<file path="config.mk">
export PLATFORM = sky130hd
export DESIGN_NAME = pc_shadow_unit
export DESIGN_NICKNAME = d
export VERILOG_FILES = /design/src/inc/pc_shadow_pkg.sv /design/src/verilog/pc_shadow_unit.sv /design/src/verilog/shadow_slot.sv
export SDC_FILE = /design/constraint.sdc
export NUM_CORES = 1
export LEC_CHECK = 0
export BUFFER_PORTS_ARGS = -buffer_cell sky130_fd_sc_hd__buf_2
export CAP_MARGIN = 20
export CORE_UTILIZATION = 40
export DETAILED_ROUTE_END_ITERATION = 12
export GPL_TIMING_DRIVEN = 0
export PLACE_DENSITY = 0.66
export SYNTH_ARGS = -nofsm -noshare
export SYNTH_HDL_FRONTEND = slang
export SYNTH_SLANG_ARGS = --single-unit
</file>
<file path="constraint.sdc">
create_clock -name core_clk -period 2.3 [get_ports core_clk]
set_clock_uncertainty 0.2 [all_clocks]
set_input_delay 0 -clock core_clk [delete_from_list [all_inputs] [get_ports core_clk]]
set_output_delay 0 -clock core_clk [all_outputs]
set_load 0.1 [all_outputs]
</file>
<file path="src/inc/pc_shadow_pkg.sv">
// Package for the program counter and shadow context block.
// Assumes an 8-bit core whose decoder issues one-cycle operation strobes.
package pc_shadow_pkg;

	// Program counter geometry
	localparam int PC_WIDTH = 21;
	localparam int BYTE_W = 8;
	localparam int HIGH_LSB = 8;
	localparam int UPPER_LSB = 16;

	// Sequential advance, one instruction word of two bytes
	localparam logic [PC_WIDTH-1:0] PC_STEP = 21'h000002;

	// Reset values
	localparam logic [PC_WIDTH-1:0] PC_RESET = 21'h000000;
	localparam logic [BYTE_W-1:0] LATCH_RESET = 8'h00;
	localparam logic [BYTE_W-1:0] CTX_FIELD_RESET = 8'h00;

	// Word alignment: the low address bit is forced to this value
	localparam logic PC_ALIGN_BIT = 1'b0;

	// Context saved by the shadow slot
	typedef struct packed {
		logic [BYTE_W-1:0] status;
		logic [BYTE_W-1:0] workingRegister;
		logic [BYTE_W-1:0] bankSelectRegister;
	} core_ctx_t;

	localparam core_ctx_t CTX_RESET = '{
		status: CTX_FIELD_RESET,
		workingRegister: CTX_FIELD_RESET,
		bankSelectRegister: CTX_FIELD_RESET
	};

	// Source of the next program counter, in priority order
	typedef enum logic [2:0] {
		SRC_HOLD = 3'h0,
		SRC_ADVANCE = 3'h1,
		SRC_LOW_WRITE = 3'h3,
		SRC_DIRECT = 3'h2,
		SRC_VECTOR = 3'h6
	} pc_src_t;

endpackage : pc_shadow_pkg

</file>
<file path="src/verilog/pc_shadow_unit.sv">
// Program counter with low-byte latch transfer, and one-deep shadow context.
// Assumes one-cycle strobes from the decoder and interrupt logic on core_clk.
//
// Functional notes
// RULE1 - Interrupt vectoring saves status, working, bank registers
// RULE2 - Shadow entry has no software read/write path
// RULE3 - Fast interrupt return restores saved context
// RULE4 - Every interrupt overwrites shadow, nesting loses earlier
// RULE5 - Low priority handlers save registers in software
// RULE6 - Fast call saves context, fast return restores
// RULE7 - Program counter is 21-bit byte address
// RULE8 - Upper counter bits only reachable through latches
// RULE9 - Low byte write loads latches into counter
// RULE10 - Low byte read copies upper counter into latches
// RULE11 - Counter bit zero always reads zero
// RULE12 - Sequential execution advances counter by two
// RULE13 - Calls, jumps, branches load counter, skip latches
`timescale 1ns/100ps
`default_nettype none

module pc_shadow_unit #(
	parameter int PC_WIDTH = pc_shadow_pkg::PC_WIDTH
) (
	input wire logic core_clk,
	input wire logic resetn,
	input wire logic advance,
	input wire logic directLoad,
	input wire logic [PC_WIDTH-1:0] directTarget,
	input wire logic fastCall,
	input wire logic vectorTake,
	input wire logic [PC_WIDTH-1:0] vectorAddr,
	input wire logic fastReturn,
	input wire logic lowWrite,
	input wire logic [7:0] lowWriteData,
	input wire logic lowRead,
	input wire logic highLatchWrite,
	input wire logic upperLatchWrite,
	input wire logic [7:0] latchWriteData,
	input wire pc_shadow_pkg::core_ctx_t curCtx,
	output logic [PC_WIDTH-1:0] pcAddr,
	output logic [7:0] lowReadData,
	output logic [7:0] pcHighLatch,
	output logic [PC_WIDTH-17:0] pcUpperLatch,
	output logic restoreValid,
	output pc_shadow_pkg::core_ctx_t restoreCtx
);

	localparam int UPPER_W = PC_WIDTH - pc_shadow_pkg::UPPER_LSB;
	localparam int CTX_W = $bits(pc_shadow_pkg::core_ctx_t);

	// The latch split needs a full high byte and at most a byte above it
	if (PC_WIDTH <= pc_shadow_pkg::UPPER_LSB || PC_WIDTH > 24) begin : g_chk
		$error("pc_shadow_unit: PC_WIDTH must be 17 to 24");
	end

	// Program counter state
	logic [PC_WIDTH-1:0] pc_r; // Fetch byte address
	logic [PC_WIDTH-1:0] pc_nxt;
	pc_shadow_pkg::pc_src_t pcSrc; // Chosen source this cycle

	// Latch and readback state
	logic [7:0] latchHigh_r; // Staging for counter bits 15..8
	logic [7:0] latchHigh_nxt;
	logic [UPPER_W-1:0] latchUpper_r; // Staging for bits above 15
	logic [UPPER_W-1:0] latchUpper_nxt;
	logic [7:0] lowRead_r; // Low byte as last read
	logic [7:0] lowRead_nxt;

	// Restore state
	logic restoreValid_r; // One-cycle restore strobe
	logic restoreValid_nxt;
	pc_shadow_pkg::core_ctx_t restoreCtx_r; // Context to write back
	pc_shadow_pkg::core_ctx_t restoreCtx_nxt;

	// Shadow slot wiring
	logic shadowSave; // Save strobe into the slot
	logic [CTX_W-1:0] shadowQ; // Held entry
	pc_shadow_pkg::core_ctx_t shadowCtx;

	// Save on every vectoring, whatever its priority, and on fast call.
	// Nested vectoring simply overwrites; handlers at low priority
	// cannot rely on the slot when both priorities are live.
	always_comb begin
		shadowSave = vectorTake | (directLoad & fastCall); // see RULE1 RULE4
	end

	// Slot has no port other than save and the restore path here
	shadow_slot #(
		.WIDTH(CTX_W)
	) u_shadow (
		.core_clk(core_clk),
		.resetn(resetn),
		.load(shadowSave), // see RULE6 RULE2
		.loadData(curCtx),
		.slotQ(shadowQ)
	);

	assign shadowCtx = pc_shadow_pkg::core_ctx_t'(shadowQ);

	// Counter source select: vectoring beats direct load, beats low
	// byte write, beats sequential advance
	always_comb begin
		if (vectorTake) begin
			pcSrc = pc_shadow_pkg::SRC_VECTOR;
		end else if (directLoad) begin
			pcSrc = pc_shadow_pkg::SRC_DIRECT;
		end else if (lowWrite) begin
			pcSrc = pc_shadow_pkg::SRC_LOW_WRITE;
		end else if (advance) begin
			pcSrc = pc_shadow_pkg::SRC_ADVANCE;
		end else begin
			pcSrc = pc_shadow_pkg::SRC_HOLD;
		end
	end

	// Next counter value; bit zero is forced on every path so a stray
	// odd target can never misalign fetch
	always_comb begin
		pc_nxt = pc_r;
		case (pcSrc)
			pc_shadow_pkg::SRC_VECTOR: begin
				pc_nxt = vectorAddr;
			end
			pc_shadow_pkg::SRC_DIRECT: begin
				// Latches are not involved
				pc_nxt = directTarget; // see RULE13
			end
			pc_shadow_pkg::SRC_LOW_WRITE: begin
				// Upper bits only ever enter through the latches
				pc_nxt = {latchUpper_r, latchHigh_r, lowWriteData}; // see RULE9 RULE8
			end
			pc_shadow_pkg::SRC_ADVANCE: begin
				pc_nxt = pc_r + PC_WIDTH'(pc_shadow_pkg::PC_STEP); // see RULE12
			end
			default: begin
				pc_nxt = pc_r;
			end
		endcase
		pc_nxt[0] = pc_shadow_pkg::PC_ALIGN_BIT; // see RULE11
	end

	// Counter register
	always_ff @(posedge core_clk or negedge resetn) begin
		if (!resetn) begin
			pc_r <= PC_WIDTH'(pc_shadow_pkg::PC_RESET); // see RULE7
		end else begin
			pc_r <= pc_nxt;
		end
	end

	// Latch next values. A low byte read copies the upper counter bits
	// and wins over a latch write in the same cycle, so a computed
	// offset always starts from the true page.
	always_comb begin
		latchHigh_nxt = latchHigh_r;
		latchUpper_nxt = latchUpper_r;
		lowRead_nxt = lowRead_r;
		if (highLatchWrite) begin
			latchHigh_nxt = latchWriteData;
		end
		if (upperLatchWrite) begin
			latchUpper_nxt = latchWriteData[UPPER_W-1:0];
		end
		if (lowRead) begin
			latchHigh_nxt = pc_r[pc_shadow_pkg::UPPER_LSB-1:
				pc_shadow_pkg::HIGH_LSB]; // see RULE10
			latchUpper_nxt = pc_r[PC_WIDTH-1:pc_shadow_pkg::UPPER_LSB];
			lowRead_nxt = pc_r[pc_shadow_pkg::HIGH_LSB-1:0];
		end
	end

	// Latch registers
	always_ff @(posedge core_clk or negedge resetn) begin
		if (!resetn) begin
			latchHigh_r <= pc_shadow_pkg::LATCH_RESET;
			latchUpper_r <= UPPER_W'(pc_shadow_pkg::LATCH_RESET);
			lowRead_r <= pc_shadow_pkg::LATCH_RESET;
		end else begin
			latchHigh_r <= latchHigh_nxt;
			latchUpper_r <= latchUpper_nxt;
			lowRead_r <= lowRead_nxt;
		end
	end

	// Restore strobe: presents the entry as held before any save in
	// the same cycle, so the core writes back what was stacked
	always_comb begin
		restoreValid_nxt = fastReturn; // see RULE3 RULE6
		restoreCtx_nxt = restoreCtx_r;
		if (fastReturn) begin
			restoreCtx_nxt = shadowCtx;
		end
	end

	// Restore registers
	always_ff @(posedge core_clk or negedge resetn) begin
		if (!resetn) begin
			restoreValid_r <= 1'b0;
			restoreCtx_r <= pc_shadow_pkg::CTX_RESET;
		end else begin
			restoreValid_r <= restoreValid_nxt;
			restoreCtx_r <= restoreCtx_nxt;
		end
	end

	// Outputs straight from registers
	assign pcAddr = pc_r;
	assign lowReadData = lowRead_r;
	assign pcHighLatch = latchHigh_r;
	assign pcUpperLatch = latchUpper_r;
	assign restoreValid = restoreValid_r;
	assign restoreCtx = restoreCtx_r;
endmodule : pc_shadow_unit
`default_nettype wire

</file>
<file path="src/verilog/shadow_slot.sv">
// Single-entry hidden holding register for the saved core context.
// Assumes load is a one-cycle strobe from the owning block; no other access.
`timescale 1ns/100ps
`default_nettype none

module shadow_slot #(
	parameter int WIDTH = 24
) (
	input wire logic core_clk,
	input wire logic resetn,
	input wire logic load,
	input wire logic [WIDTH-1:0] loadData,
	output logic [WIDTH-1:0] slotQ
);

	logic [WIDTH-1:0] slot_r; // Held copy
	logic [WIDTH-1:0] slot_nxt; // Next copy

	// Load replaces the whole entry; there is no depth to push into
	always_comb begin
		slot_nxt = slot_r;
		if (load) begin
			slot_nxt = loadData;
		end
	end

	// Register only
	always_ff @(posedge core_clk or negedge resetn) begin
		if (!resetn) begin
			slot_r <= '0;
		end else begin
			slot_r <= slot_nxt;
		end
	end

	assign slotQ = slot_r;

endmodule : shadow_slot
`default_nettype wire
</file>
# Word level (Yosys, flattened, before mapping)

Cells that the tools add are included.

Equal/unequal tests: 4
Div/mod/pow operators: 0
Add/subtract/negate cells: 1
Bitwise operators: 2
Shift-type cells: 0
Reductions and logical operators: 3
$lt $le $gt $ge: 0
Muxes and demuxes: 9
$mul: 0

Operators by type and width:

| cell                                                                   | number |
|---|---|
| 21-bit case mux with 4 select lines                                    | 1 |
| 21-bit by 2-bit adder with 21-bit output (second input constant)       | 1 |
| 8-bit 2-to-1 mux                                                       | 2 |
| 5-bit 2-to-1 mux                                                       | 2 |
| 3-bit by 2-bit equality test with 1-bit output (second input constant) | 2 |
| 2-bit 2-to-1 mux                                                       | 2 |
| 2-bit nonzero test                                                     | 2 |
| 4-bit nonzero test                                                     | 1 |
| 3-bit by 1-bit equality test with 1-bit output (second input constant) | 1 |
| 3-bit equality test (second input constant)                            | 1 |
| 3-bit 2-to-1 mux                                                       | 1 |
| 1-bit AND                                                              | 1 |
| 1-bit 2-to-1 mux                                                       | 1 |
| 1-bit OR                                                               | 1 |

Bits in latches: 0
Input port bits: 93
RAM bits: 0
Memories: 0
Logic and storage cells: 28
Output and inout port bits: 67
Register bits after elaboration: 89
ROM bits: 0

# Logic depth before layout (Yosys ltp)

Depth in word-level cells: 6
Mapped depth: 7
Depth with buffers taken out: 5

# Modules after synthesis

Synthesis repeated with hierarchy kept, for this count alone.

Cell total of the unflattened synthesis: 367
Area total of the unflattened synthesis: 4344.2 um^2

By module, submodules not included:

| module         | cells an instance | area an instance (um^2) | sequential area each (um^2) | times used |
|---|---|---|---|---|
| pc_shadow_unit | 316               | 3347.0                  | 1626.6                      | 1 |
| shadow_slot    | 51                | 997.2                   | 600.6                       | 1 |

# Worst setup path before layout

OpenSTA, ideal clock, no wires.

Kind: register to register
From: register pc_r[2] (netlist: pcAddr[2])
To: register pc_r[19] (netlist: pcAddr[19])
Library setup time: 0.124 ns
Path buffers: 0
Data required time: 1.976 ns
Setup slack: -0.335 ns
Arrival: 2.311 ns
Clock period less this slack: 2.635 ns
Cell stages (with the launch flop): 6
Cell sequence: dfrtp_1 -> ha_1 -> nand4_1 -> nor3_2 -> a41oi_1 -> o221a_2

Cells in the longest elaborated chain, start to end: 2

RTL lines:

| item                                     | line                  | source |
|---|---|---|
| from (decl)                              | pc_shadow_unit.sv:57  | `logic [PC_WIDTH-1:0] pc_r;` |
| from (signal assigned)                   | pc_shadow_unit.sv:145 | `pc_r <= PC_WIDTH'(pc_shadow_pkg::PC_RESET);` |
| from (signal assigned)                   | pc_shadow_unit.sv:147 | `pc_r <= pc_nxt;` |
| 21-bit by 2-bit adder with 21-bit output | pc_shadow_unit.sv:133 | `pc_nxt = pc_r + PC_WIDTH'(pc_shadow_pkg::PC_STEP);` |
| 21-bit case mux with 4 select lines      | pc_shadow_unit.sv:120 | `case (pcSrc)` |

No other way between the ends.
A chain may end at the register's enable or synchronous reset.

# Final worst setup path

From: register pc_r[3] (netlist: pcAddr[3])
To: register pc_r[6] (netlist: pcAddr[6])

The elaborated chain is that of the path after synthesis.

==> run summary <==
The flow ran to the end, and the final reports show no timing, DRC or antenna violations. After synthesis, the mean cell area works out to 11.3 sq um. The library cells used most frequently in the layout, excluding fill and tap cells, are 161 x sky130_fd_sc_hd__buf_2, 90 x sky130_fd_sc_hd__dlygate4sd3_1, 77 x sky130_fd_sc_hd__dfrtp_1. Entering global routing, the biggest net connects 72 pins. Of the cells placed in the final design, the portion with a size suffix greater than 1 is 41.1%. The H-tree depth reported by CTS was 3; the routed wire length per instance was 17.9 um. The final wirelength was 14,100 um; the y dimension of the die was 107 um. Together, buffers and inverters on the worst path number 2. The run gives 0 as the number of setup violations in the final report. In the routed layout, each cell is associated on average with a via count of 5.48. Input and output buffers added on the ports amount to 150. After legalization and detailed placement, the total HPWL measured 9280 um. The worst setup path category was flop to flop. The tools report the aggregate negative setup slack as 0 ns.

In this run the cell area of the synthesized design comes to 4410 sq um. At the worst endpoint, the arrival time is 2.28 ns. The layout overhead on the synthesized area is 47.3%. The first routing iteration left 208 violations. The library cell used most frequently in the layout, excluding fill and tap cells, is sky130_fd_sc_hd__buf_2. The initial antenna violation count came out at 1. Of all flip-flops after synthesis, the portion carrying an async set or reset was 100%. The largest individual stage delay along the critical path comes from the cell sky130_fd_sc_hd__dlygate4sd3_1.

Ranked by total cell area, the synthesized netlist is headed by sky130_fd_sc_hd__dfrtp_1 50%, sky130_fd_sc_hd__mux2_2 14%, sky130_fd_sc_hd__mux2i_1 2.9%. After clock tree synthesis, the setup repair step added 0 buffers. Count of inserted antenna diode cells: 0. The I/O pin count came out at 160. After floorplanning, the core was sized to cover 10,500 sq um.

The number of hold violations in the final report is 0. Buffers inserted during clock tree synthesis total 9. TritonCTS built the clock tree. For this run, the leading register cell type out of synthesis is sky130_fd_sc_hd__dfrtp_1. At the pin with the least slew margin, the transition time is 0.754 ns. The via count of the first global-routing pass came out at 4,534. For this design the ratio of total power to cell area is 801 nW/um^2. Of the available clock period, the critical path in the final layout requires 94.8%. The final estimated routing congestion in global placement was 0.891; the fmax was 0.459 GHz. The path class of the lowest-slack min-delay path was input pin to flop.

After detailed routing, the number of remaining DRC violations is 0. The tree is rooted in a sky130_fd_sc_hd__clkbuf_8. The clock passes through at most 2 buffers.

Counting distinct cell types in the post-synthesis netlist gives 54. The tools report the residual antenna-violating net count after detailed routing as 0. The synthesized design contains 0 enable-type register cells. Of the post-synthesis cell area, the dominant cell type holds 50.5%. Across all layers, the routed design uses 4,300 vias.

The placement row count came out at 37. sky130_fd_sc_hd__dfrtp_1 takes more of the synthesized area than any other cell. The post-CTS clock slew at the launch and capture registers of the worst setup and hold paths works out to 0.10 ns. The max-capacitance violation count was 0; the worst voltage drop across the vdd grid was 0.000564 V. The run gives 24.8% as the combined global-route utilization of all metal layers.

Of all nets on the critical path, the largest fanout is 10. At the later pin of the worst-skew pair, clock insertion delay measures 0.36 ns. The family with the most delay on the worst path was buffers and inverters. Nature of the critical path endpoint: a flop.

The initial core utilization is 42.0%. Traced cell by cell, the critical path runs through clkbuf_4 -> and4_4 -> a41o_1 -> o221ai_1 -> dlygate4sd3_1 -> o21a_1. The yosys synthesis warning count came out at 0. The global-route congestion overflow total is 0. Counting the fill cells in the layout gives 857.

For this run, the post-layout net count is 738. Summing internal, switching and leakage power gives 5.21 mW. The tools report the cell count after synthesis as 391.

The wire length of the first global-routing pass is 22,000 um. Setup repair after global routing left no endpoint under its margin. The run gives 2.40 ns as the required time at the endpoint of the critical path. The final count of pins violating max slew is 0.

Headroom to the max-slew limit came out at 49.7%. The register area share after synthesis was 50.5%; the shortest clock period the worst path allows after layout was 2.18 ns. The clock sink count is 89, and the iteration count of the initial detailed-routing pass is 5. The analysis attributes to cell leakage a power of 2.97 nW. The floorplan step set the die width to 107 um. The overall die area is 11,500 sq um, and the post-synthesis register bit count is 89.

On the worst path, the slowest cell contributes a delay of 0.58 ns. The nature of the critical path startpoint was a flop.
[worst register-to-register path: stages, from the launching register on]
cell and delay [ns]:
sky130_fd_sc_hd__dfrtp_2 0.45, sky130_fd_sc_hd__clkbuf_4 0.19, sky130_fd_sc_hd__and4_4 0.19, sky130_fd_sc_hd__a41o_1 0.23, sky130_fd_sc_hd__o221ai_1 0.15, sky130_fd_sc_hd__dlygate4sd3_1 0.58
sky130_fd_sc_hd__o21a_1 0.11
[repair_timing]
item,4_1_cts,5_1_grt
gates resized for setup,0,3
hold buffers,91,0
endpoints found under the setup margin,0,12
endpoints found under the hold margin,154,0
[logic make-up after synthesis]
| group | after synthesis | synth area share, % |
|---|---|---|
| AO/OA/AOI/OAI | 97 | 16.1 |
| AND/OR/NAND/NOR | 94 | 11.3 |
| flip-flops | 89 | 50.5 |
| multiplexers | 68 | 17.0 |
| buffers and inverters | 39 | 4.45 |
| XOR/XNOR | 2 | 0.397 |
| adder cells (fa/ha/maj) | 1 | 0.284 |
| other | 1 | 0.0850 |
[metal layers]
layer	global-route usage, %	vias to the layer above	share of wire (%)
met1	29.8	2090	41
met2	42.6	209	48
met5	0	-	0.057
met4	9.69	2	2.0
li1	-	1971	-
met3	6.02	28	8.1
[cell type report]
class / count / area, sq um / area share, %
clock inverter: 6 / 72.6 / 1.12
tap: 136 / 170 / 2.62
inverter: 5 / 18.8 / 0.289
multi-input combinational: 264 / 1990 / 30.7
sequential: 89 / 2240 / 34.5
clock buffer: 10 / 138 / 2.12
timing repair buffer: 241 / 1680 / 25.9
buffer: 34 / 180 / 2.77
[sequential cells by signal (all words and copies together) (netlist names)]
| signal | count |
|---|---|
| u_shadow.slotQ | 24 |
| restoreCtx | 24 |
| restoreValid | 1 |
| pcAddr | 20 |
| lowReadData | 7 |
| pcHighLatch | 8 |
| pcUpperLatch | 5 |
[final timing paths]
path,from,end,slack [ns],depth (start not counted)
worst max-delay path,pcAddr[3]$_DFFE_PN0P_,pcAddr[6]$_DFFE_PN0P_,0.12,6
max in group asynchronous,resetn,u_shadow.slotQ[1]$_DFFE_PN0P_,0.88,4
worst min-delay path,vectorTake,pcAddr[18]$_DFFE_PN0P_,0.01,4
worst max register to register,pcAddr[3]$_DFFE_PN0P_,pcAddr[6]$_DFFE_PN0P_,0.12,6
worst min register to register,u_shadow.slotQ[16]$_DFFE_PN0P_,restoreCtx[16]$_DFFE_PN0P_,0.30,1
min in group asynchronous,resetn,pcHighLatch[7]$_DFFE_PN0P_,0.38,3
[Yosys cell counts, drive strengths merged, types with 5 or more instances]
library cell	n
nor2	17
a31oi	9
a221oi	7
o21a	6
and4	8
buf	21
nand3	6
o221ai	8
a21oi	9
clkbuf	13
o221a	6
o21ai	21
and3	6
nand4	9
inv	5
nand2	33
dfrtp	89
mux2i	13
mux2	55
a22oi	8
[stage by stage]
| stage | cell area [sq um] | worst slack [ns] | util, % | hold slack, ns | std cells |
|---|---|---|---|---|---|
| 3_3_place_gp | 5350 | 0.0714 | 50.9 | -0.0784 | 678 |
| 4_1_cts | 6500 | 0.0598 | 61.9 | 0.00372 | 786 |
| 3_5_place_dp | 5380 | 0.177 | 51.2 | -0.298 | 679 |
| 5_1_grt | 6500 | 0.000976 | 61.8 | 0.0247 | 785 |
| 6_report | 6500 | 0.120 | 61.8 | 0.0117 | 785 |
| 2_1_floorplan | 4430 | 0.0187 | - | -0.496 | 392 |
[power breakdown]
part,switching (mW),internal [mW]
clock network,0.613,0.546
registers,0.157,1.77
logic,1.59,0.535
total,2.36,2.85
Power figures use the tool's default switching activity.
